<file path="config.mk">
export PLATFORM = sky130hd
export DESIGN_NAME = sbt_top
export DESIGN_NICKNAME = d
export VERILOG_FILES = /design/src/sbt_pkg.sv /design/src/sbt_baud_if.sv /design/src/sbt_baud_gen.sv /design/src/sbt_top.sv
export VERILOG_INCLUDE_DIRS = /design/src /design/src/src
export SDC_FILE = /design/constraint.sdc
export NUM_CORES = 1
export LEC_CHECK = 0
export BUFFER_PORTS_ARGS = -buffer_cell sky130_fd_sc_hd__buf_2
export CORE_MARGIN = 3
export CORE_UTILIZATION = 58
export DETAILED_ROUTE_END_ITERATION = 7
export PLACE_DENSITY_LB_ADDON = 0.3
export SLEW_MARGIN = 15
export SYNTH_ARGS = -nofsm -noshare
export SYNTH_HDL_FRONTEND = slang
export SYNTH_SLANG_ARGS = --single-unit
export TNS_END_PERCENT = 20
</file>
<file path="constraint.sdc">
create_clock -name mclk -period 5.4 [get_ports mclk]
set_input_delay 1.08 -clock mclk [delete_from_list [all_inputs] [get_ports mclk]]
set_output_delay 1.08 -clock mclk [all_outputs]
set_load 0.05 [all_outputs]
</file>
<file path="src/sbt_defines.svh">
`ifndef SBT_DEFINES_SVH
`define SBT_DEFINES_SVH

// ****************************************
// clock chain
// ****************************************
`define SBT_XTAL_DIV 4
`define SBT_PRE_DIV0 4'h1
`define SBT_PRE_DIV1 4'h3
`define SBT_PRE_DIV2 4'h4
`define SBT_PRE_DIV3 4'hD
`define SBT_TAP_MAX 3'h7
`define SBT_TAP_ALL 7'h7F
`define SBT_SMP_LAST 4'hF
`define SBT_SMP_MID 4'h7

// ****************************************
// frame
// ****************************************
`define SBT_LEN_SHORT 4'hA
`define SBT_LEN_LONG 4'hB
`define SBT_SHREG_ONES 11'h7FF

// ****************************************
// register offsets (byte addresses)
// ****************************************
`define SBT_OFS_CTRL 5'h00
`define SBT_OFS_DATA 5'h04
`define SBT_OFS_STAT 5'h08
`define SBT_OFS_ISTAT 5'h0C
`define SBT_OFS_ICLR 5'h10
`define SBT_OFS_IEN 5'h14

// ****************************************
// control fields
// ****************************************
`define SBT_CTRL_PRE_LO 0
`define SBT_CTRL_PRE_HI 1
`define SBT_CTRL_RATE_LO 2
`define SBT_CTRL_RATE_HI 4
`define SBT_CTRL_TE 5
`define SBT_CTRL_M 6
`define SBT_CTRL_GPIO_OUT 7
`define SBT_CTRL_GPIO_DIR 8

// ****************************************
// reset values
// ****************************************
`define SBT_RST_CTRL 9'h000
`define SBT_RST_HOLD 9'h000
`define SBT_RST_IRQ2 2'h0
`define SBT_RST_RDATA 32'h0000_0000

`endif

</file>
<file path="src/sbt_pkg.sv">
package sbt_pkg;

    typedef enum logic {
        SBT_TX_GPIO,
        SBT_TX_RUN
    } sbt_tx_e;

    typedef struct packed {
        logic [8:0] ctrl;
        logic [8:0] tx_hold;
        logic tx_buffer_empty_flag;
        logic tx_buffer_empty_flag_pend;
        logic tc;
        sbt_tx_e st;
        logic [10:0] shreg;
        logic [3:0] bits_left;
        logic pin_o;
        logic pin_oe;
        logic [1:0] ist;
        logic [1:0] ien;
        logic irq;
        logic waitreq;
        logic [31:0] rdata;
    } sbt_core_s;

endpackage

</file>
<file path="src/sbt_baud_if.sv">
`timescale 1ns/100ps
`default_nettype none

interface sbt_baud_if;
    logic [1:0] prescale_sel;
    logic [2:0] rate_tap_select;
    logic bus_tick;
    logic sample_tick;
    logic bit_fall;
    logic bit_rise;

    modport gen (
        input prescale_sel,
        input rate_tap_select,
        output bus_tick,
        output sample_tick,
        output bit_fall,
        output bit_rise
    );

    modport core (
        output prescale_sel,
        output rate_tap_select,
        input bus_tick,
        input sample_tick,
        input bit_fall,
        input bit_rise
    );
endinterface

`default_nettype wire

</file>
<file path="src/sbt_baud_gen.sv">
`timescale 1ns/100ps
`default_nettype none
`include "sbt_defines.svh"

module sbt_baud_gen #(
    parameter int XTAL_DIV = `SBT_XTAL_DIV
) (
    input wire logic mclk,
    input wire logic rst_n,
    sbt_baud_if.gen bi
);
    import sbt_pkg::*;

    localparam int BW = (XTAL_DIV > 1) ? $clog2(XTAL_DIV) : 1;
    localparam logic [BW-1:0] BUS_LAST = BW'(XTAL_DIV - 1);

    generate
        if (XTAL_DIV < 1) begin : g_bad
            $error("sbt_baud_gen: XTAL_DIV must be at least 1");
        end
    endgenerate

    typedef struct packed {
        logic [BW-1:0] bus_cnt;
        logic [3:0] pre_cnt;
        logic [6:0] chain;
        logic [3:0] smp_cnt;
        logic bus_tick;
        logic sample_tick;
        logic bit_fall;
        logic bit_rise;
    } sbt_gen_s;

    sbt_gen_s s_r;
    sbt_gen_s s_nxt;

    function automatic logic [3:0] sbt_pre_div(input logic [1:0] code);
        case (code)
            2'h0: sbt_pre_div = `SBT_PRE_DIV0;
            2'h1: sbt_pre_div = `SBT_PRE_DIV1;
            2'h2: sbt_pre_div = `SBT_PRE_DIV2;
            default: sbt_pre_div = `SBT_PRE_DIV3;
        endcase
    endfunction

    // ****************************************
    // divider chain
    // ****************************************
    always_comb begin
        logic bus_hit;
        logic pre_hit;
        logic smp_hit;
        logic [6:0] mask;
        bus_hit = 1'b0;
        pre_hit = 1'b0;
        smp_hit = 1'b0;
        mask = `SBT_TAP_ALL >> (`SBT_TAP_MAX - bi.rate_tap_select);
        s_nxt = s_r;
        bus_hit = (s_r.bus_cnt == BUS_LAST);
        s_nxt.bus_cnt = bus_hit ? '0 : BW'(s_r.bus_cnt + 1'b1);
        // >= so a prescale change never strands the counter above its limit
        if (bus_hit) begin
            pre_hit = (s_r.pre_cnt >= (sbt_pre_div(bi.prescale_sel) - 4'h1));
            s_nxt.pre_cnt = pre_hit ? 4'h0 : (s_r.pre_cnt + 4'h1);
        end
        if (pre_hit) begin
            s_nxt.chain = s_r.chain + 7'h01;
        end
        smp_hit = pre_hit && ((s_r.chain & mask) == mask);
        if (smp_hit) begin
            s_nxt.smp_cnt = s_r.smp_cnt + 4'h1;
        end
        s_nxt.bus_tick = bus_hit;
        s_nxt.sample_tick = smp_hit;
        s_nxt.bit_fall = smp_hit && (s_r.smp_cnt == `SBT_SMP_LAST);
        s_nxt.bit_rise = smp_hit && (s_r.smp_cnt == `SBT_SMP_MID);
    end

    always_ff @(posedge mclk or negedge rst_n) begin
        if (!rst_n) begin
            s_r <= '0;
        end else begin
            s_r <= s_nxt;
        end
    end

    assign bi.bus_tick = s_r.bus_tick;
    assign bi.sample_tick = s_r.sample_tick;
    assign bi.bit_fall = s_r.bit_fall;
    assign bi.bit_rise = s_r.bit_rise;
endmodule

`default_nettype wire

</file>
<file path="src/sbt_top.sv">
`timescale 1ns/100ps
`default_nettype none
`include "sbt_defines.svh"

module sbt_top #(
    parameter int XTAL_DIV = `SBT_XTAL_DIV
) (
    input wire logic mclk,
    input wire logic rst_n,
    input wire logic [4:0] avs_address,
    input wire logic avs_read,
    input wire logic avs_write,
    input wire logic [31:0] avs_writedata,
    input wire logic [3:0] avs_byteenable,
    output logic [31:0] avs_readdata,
    output logic avs_waitrequest,
    input wire logic shared_gpio_pin_i,
    output logic shared_gpio_pin_o,
    output logic shared_gpio_pin_oe,
    output logic irq
);
    import sbt_pkg::*;

    sbt_baud_if bi ();

    sbt_core_s s_r;
    sbt_core_s s_nxt;

    logic wr_acc;
    logic rd_acc;
    logic xfer;
    logic data_wr;
    logic [3:0] flen;
    logic tx_buffer_empty_flag_evt;
    logic tc_evt;

    // ****************************************
    // helpers
    // ****************************************
    function automatic logic [31:0] sbt_be_merge(
        input logic [31:0] old_v,
        input logic [31:0] new_v,
        input logic [3:0] be
    );
        logic [31:0] m;
        m = {{8{be[3]}}, {8{be[2]}}, {8{be[1]}}, {8{be[0]}}};
        sbt_be_merge = (old_v & ~m) | (new_v & m);
    endfunction

    // ****************************************
    // parameter check
    // ****************************************
    generate
        if (XTAL_DIV < 1) begin : g_bad_div
            $error("sbt_top: XTAL_DIV must be at least 1");
        end
    endgenerate

    // ****************************************
    // clock chain
    // ****************************************
    assign bi.prescale_sel = s_r.ctrl[`SBT_CTRL_PRE_HI:`SBT_CTRL_PRE_LO];
    assign bi.rate_tap_select = s_r.ctrl[`SBT_CTRL_RATE_HI:`SBT_CTRL_RATE_LO];

    sbt_baud_gen #(
        .XTAL_DIV(XTAL_DIV)
    ) u_gen (
        .mclk(mclk),
        .rst_n(rst_n),
        .bi(bi)
    );

    // ****************************************
    // next state
    // ****************************************
    assign wr_acc = avs_write && !s_r.waitreq;
    assign rd_acc = avs_read && s_r.waitreq;
    assign data_wr = wr_acc && (avs_address == `SBT_OFS_DATA);
    assign flen = s_r.ctrl[`SBT_CTRL_M] ? `SBT_LEN_LONG : `SBT_LEN_SHORT;
    // transfers align to the mid-bit edge, so a queued character sits ready
    // in the shifter while the previous stop bit is still on the pin
    assign xfer = bi.bit_rise && (s_r.st == SBT_TX_RUN) && (s_r.bits_left == 4'h0)
        && !s_r.tx_buffer_empty_flag && s_r.ctrl[`SBT_CTRL_TE];

    always_comb begin
        logic [31:0] merge_v;
        merge_v = 32'h0000_0000;
        s_nxt = s_r;
        tx_buffer_empty_flag_evt = 1'b0;
        tc_evt = 1'b0;

        // one wait state on every access, then the answer
        s_nxt.waitreq = !((avs_read || avs_write) && s_r.waitreq);

        // buffer empty follows the transfer by one bus phase tick
        if (s_r.tx_buffer_empty_flag_pend && bi.bus_tick) begin
            s_nxt.tx_buffer_empty_flag = 1'b1;
            s_nxt.tx_buffer_empty_flag_pend = 1'b0;
            tx_buffer_empty_flag_evt = 1'b1;
        end

        case (s_r.st)
            SBT_TX_GPIO: begin
                if (bi.bit_fall && s_r.ctrl[`SBT_CTRL_TE]) begin
                    s_nxt.st = SBT_TX_RUN;
                    s_nxt.shreg = `SBT_SHREG_ONES;
                    s_nxt.bits_left = flen - 4'h1;
                    s_nxt.pin_o = 1'b1;
                    s_nxt.tc = 1'b0;
                end
            end
            SBT_TX_RUN: begin
                if (bi.bit_fall) begin
                    if (s_r.bits_left != 4'h0) begin
                        s_nxt.pin_o = s_r.shreg[0];
                        s_nxt.shreg = {1'b1, s_r.shreg[10:1]};
                        s_nxt.bits_left = s_r.bits_left - 4'h1;
                    end else if (!s_r.ctrl[`SBT_CTRL_TE]) begin
                        s_nxt.st = SBT_TX_GPIO;
                        s_nxt.tc = 1'b1;
                        tc_evt = !s_r.tc;
                    end else begin
                        s_nxt.pin_o = 1'b1;
                        if (s_r.tx_buffer_empty_flag && !s_r.tx_buffer_empty_flag_pend) begin
                            s_nxt.tc = 1'b1;
                            tc_evt = !s_r.tc;
                        end
                    end
                end
                if (xfer) begin
                    // stop bit, data, start bit; unused top bits stay idle high
                    if (s_r.ctrl[`SBT_CTRL_M]) begin
                        s_nxt.shreg = {1'b1, s_r.tx_hold, 1'b0};
                    end else begin
                        s_nxt.shreg = {2'h3, s_r.tx_hold[7:0], 1'b0};
                    end
                    s_nxt.bits_left = flen;
                    s_nxt.tx_buffer_empty_flag_pend = 1'b1;
                    s_nxt.tc = 1'b0;
                end
            end
            default: begin
                s_nxt.st = SBT_TX_GPIO;
            end
        endcase

        // register writes
        if (wr_acc) begin
            case (avs_address)
                `SBT_OFS_CTRL: begin
                    // narrow registers keep only the low lanes of the merged word
                    merge_v = sbt_be_merge({23'h0, s_r.ctrl}, avs_writedata, avs_byteenable);
                    s_nxt.ctrl = merge_v[8:0];
                end
                `SBT_OFS_DATA: begin
                    // a write refills the buffer, so it beats a pending empty flag
                    merge_v = sbt_be_merge({23'h0, s_r.tx_hold}, avs_writedata, avs_byteenable);
                    s_nxt.tx_hold = merge_v[8:0];
                    s_nxt.tx_buffer_empty_flag = 1'b0;
                    s_nxt.tx_buffer_empty_flag_pend = 1'b0;
                end
                `SBT_OFS_ICLR: begin
                    if (avs_byteenable[0]) begin
                        s_nxt.ist = s_r.ist & ~avs_writedata[1:0];
                    end
                end
                `SBT_OFS_IEN: begin
                    merge_v = sbt_be_merge({30'h0, s_r.ien}, avs_writedata, avs_byteenable);
                    s_nxt.ien = merge_v[1:0];
                end
                default: begin
                end
            endcase
        end

        // set wins over a clear in the same cycle
        s_nxt.ist = s_nxt.ist | {tc_evt, tx_buffer_empty_flag_evt};
        s_nxt.irq = |(s_nxt.ist & s_nxt.ien);

        // pin: general purpose unless the transmitter owns it
        if (s_nxt.st == SBT_TX_RUN) begin
            s_nxt.pin_oe = 1'b1;
        end else begin
            s_nxt.pin_o = s_nxt.ctrl[`SBT_CTRL_GPIO_OUT];
            s_nxt.pin_oe = s_nxt.ctrl[`SBT_CTRL_GPIO_DIR];
        end

        // read data captured in the wait cycle
        if (rd_acc) begin
            case (avs_address)
                `SBT_OFS_CTRL: s_nxt.rdata = {23'h0, s_r.ctrl};
                `SBT_OFS_STAT: s_nxt.rdata = {28'h0, shared_gpio_pin_i, s_r.st == SBT_TX_RUN, s_r.tc, s_r.tx_buffer_empty_flag};
                `SBT_OFS_ISTAT: s_nxt.rdata = {30'h0, s_r.ist};
                `SBT_OFS_IEN: s_nxt.rdata = {30'h0, s_r.ien};
                default: s_nxt.rdata = `SBT_RST_RDATA;
            endcase
        end
    end

    // ****************************************
    // state register
    // ****************************************
    always_ff @(posedge mclk or negedge rst_n) begin
        if (!rst_n) begin
            s_r.ctrl <= `SBT_RST_CTRL;
            s_r.tx_hold <= `SBT_RST_HOLD;
            s_r.tx_buffer_empty_flag <= 1'b1;
            s_r.tx_buffer_empty_flag_pend <= 1'b0;
            s_r.tc <= 1'b1;
            s_r.st <= SBT_TX_GPIO;
            s_r.shreg <= `SBT_SHREG_ONES;
            s_r.bits_left <= 4'h0;
            s_r.pin_o <= 1'b0;
            s_r.pin_oe <= 1'b0;
            s_r.ist <= `SBT_RST_IRQ2;
            s_r.ien <= `SBT_RST_IRQ2;
            s_r.irq <= 1'b0;
            s_r.waitreq <= 1'b1;
            s_r.rdata <= `SBT_RST_RDATA;
        end else begin
            s_r <= s_nxt;
        end
    end

    assign avs_readdata = s_r.rdata;
    assign avs_waitrequest = s_r.waitreq;
    assign shared_gpio_pin_o = s_r.pin_o;
    assign shared_gpio_pin_oe = s_r.pin_oe;
    assign irq = s_r.irq;
endmodule

`default_nettype wire

</file>
==> results.json <==
{
  "timing.final.crit_period_ns": 2.84,
  "cts_buffer_count": 9,
  "post-dp-hpwl_um": 4670,
  "wl_met3_um": 449,
  "clockBufferDepth": 2,
  "wire_length_of_the_first_global_routing_pass_um": 11800,
  "cts.clk_slew.worst_paths_ns": 0.08,
  "clk-insertion-delay-late_ns": 0.34,
  "grt_remaining_overflow": 0,
  "synth_mux_area_frac": 0.0744,
  "cts.repair_timing.setup_buffer_count": 0,
  "met1_length_um": 3220,
  "worstMarginPinSlew_ns": 0.898,
  "ctsResizeCount": 0,
  "tritoncts_num_sinks": 74,
  "p_leak_nw": 1.97,
  "fillers": 473,
  "route.detailed.vias_per_inst": 5.66,
  "crit_path_start": "avs_address[2]",
  "gp_congestion": 0.890,
  "detail-route-antenna-nets": 0,
  "final_net_count": 428,
  "timing.max_slew.rel_slack": 0.401,
  "antenna-diode-count": 0,
  "synth_seq_area_share": 0.501,
  "post-route-period-util": 0.526,
  "grt_pass1_vias": 2427,
  "rsz0062_at_grt": "false",
  "flow.area_growth_from_synthesis_pct": 9.32,
  "cts.root.buffer_cell": "clkbuf_8",
  "cts_hold_repair.buffers": 0,
  "achievable-frequency_mhz": 352,
  "yosys.area_share.xor_xnor": 0.0211,
  "route.vias.total": 2547,
  "h_tree_levels": 3,
  "ys_ff_latch": 74,
  "count_of_tritonroute_iterations_in_the_first_routing_pass": 4,
  "cap_violations": 0,
  "largest_family_of_logic_cells_by_synthesized_area": "simple AND/OR/NAND/NOR gates",
  "worstPathArrival_ns": 3.03,
  "wl_per_cell_um": 15.1,
  "grt_antenna_before_repair": 0,
  "power.density_mw_per_mm2": 391,
  "syn_avg_cell_area_sq_um": 10.8,
  "num_rows": 28,
  "final_layout_size_suffix_gt1_frac": 0.256,
  "die_h_um": 86.2,
  "post_synth_inst_count": 345,
  "detail_route.drc_violations": 0,
  "worst_setup_path_end_kind": "flop",
  "critical_path.reg2reg.startpoint": "s_r[40]",
  "finalSetupViolCount": 0,
  "cell_variety_after_synth": 55,
  "num_io_pins": 82,
  "synthesis.yosys.warnings": 0,
  "grt_max_degree": 75,
  "setup.worst_path.start_class": "primary input",
  "cts_tree": "yes",
  "detailedRoute.firstIterationViolations": 129,
  "met2WireLength_um": 3000,
  "hold_violations": 0,
  "die_width_um": 86.2,
  "buffer_ports.inserted": 33,
  "synth-main-ff-cell": "dfrtp_1",
  "layout.cells.most_common_list": "dfrtp_1, buf_2, nor2_1, nand2_1, conb_1",
  "setup_tns_ns": 0,
  "topRoutingLayerUsed": "met4",
  "min_path_type": "reg -> reg",
  "max-vdd-ir-drop_v": 0.000214,
  "globalRouteTotalUtil": 0.203,
  "synthArstFlopShare": 1.00,
  "fin_worst_skew_ns": 0.00958,
  "synth_simple_gate_area_share": 0.141,
  "status": "completed",
  "synth_compound_gate_area_share": 0.133,
  "synthesis.area_sq_mm": 0.00373,
  "core_area_sq_mm": 0.00606,
  "synth_edf_count": 0,
  "post_synth_fa_ha_maj_area_fraction": 0.0402,
  "design.die.area_sq_mm": 0.00743,
  "layout_commonest_cell": "dfrtp_1",
  "totalWireLength_um": 6810,
  "critPathRequiredTime_ns": 5.59,
  "hold_path.startpoint": "u_gen.s_r[19]",
  "worst_hold_slack_ns": 0.439,
  "start_util": 0.616,
  "worst-path-max-fanout": 12,
  "finish.instance_area_sq_mm": 0.00408,
  "final_max_slew_viol_count": 0,
  "timing_worst_setup_path_type": "in -> reg",
  "placedInstanceArea_sq_mm": 0.00379
}
==> cell usage after synthesis (10+ instances only) <==
master	number	area, sq um
nor2_1	27	101
inv_1	11	41.3
nand2_1	26	97.6
a22o_1	12	105
dfstp_2	14	368
a21oi_1	17	85.1
mux2_2	22	248
o21ai_0	12	60.1
buf_4	34	255
dfrtp_1	60	1500
ha_1	12	150
o22ai_1	10	62.6
==> stage by stage <==
step           power (mW)  setup WS (ns)  utilization  cells
6_report             1.60           2.56        0.673    450
4_1_cts              1.61           2.56        0.673    450
3_5_place_dp         1.01           2.17        0.626    434
5_1_grt              1.68           2.40        0.673    450
3_3_place_gp         1.00           2.20        0.626    434
2_1_floorplan       0.956           2.87            -    367
==> area by class of cell <==
cell class	count	area, sq um	share of cell area
timing repair buffer	34	173	0.0423
clock inverter	4	120	0.0294
clock buffer	12	165	0.0405
tap	75	93.8	0.0230
inverter	11	41.3	0.0101
multi-input combinational	240	1620	0.397
sequential	74	1870	0.458
==> where the power goes <==
| part | switching [mW] | internal (mW) |
|---|---|---|
| Clock | 0.200 | 0.392 |
| Combinational | 0.160 | 0.115 |
| Sequential | 0.0724 | 0.657 |
| Total | 0.432 | 1.16 |
==> worst paths after layout <==
check | endpoint | slack [ns] | depth (start not counted)
worst max-delay path | shared_gpio_pin_o | 2.56 | 6
worst min-delay path | u_gen.s_r[19] | 0.44 | 1
worst max register to register | s_r[42] | 2.90 | 7
worst min register to register | u_gen.s_r[19] | 0.44 | 1
max in group asynchronous | s_r[43] | 3.88 | 2
min in group asynchronous | avs_readdata[2] | 0.93 | 2
==> cell families after synthesis <==
kind of cell / Yosys count
AND/OR/NAND/NOR: 100
multiplexers: 25
other: 1
flip-flops: 74
XOR/XNOR: 9
buffers and inverters: 53
adder cells (fa/ha/maj): 12
AO/OA/AOI/OAI: 71
==> critical path, cell delays in order <==
cell,delay (ns)
buf_2,0.15
or3_1,0.41
nor3_2,0.56
nand2_2,0.33
mux2_2,0.37
a2bb2oi_1,0.15
==> per-layer routing <==
metal / vias to the layer above / global-route usage
met5: - / 0
met4: 0 / 0.0907
met3: 13 / 0.0485
met2: 88 / 0.306
met1: 1231 / 0.280
li1: 1215 / -
(Power assumes the default switching activity.)
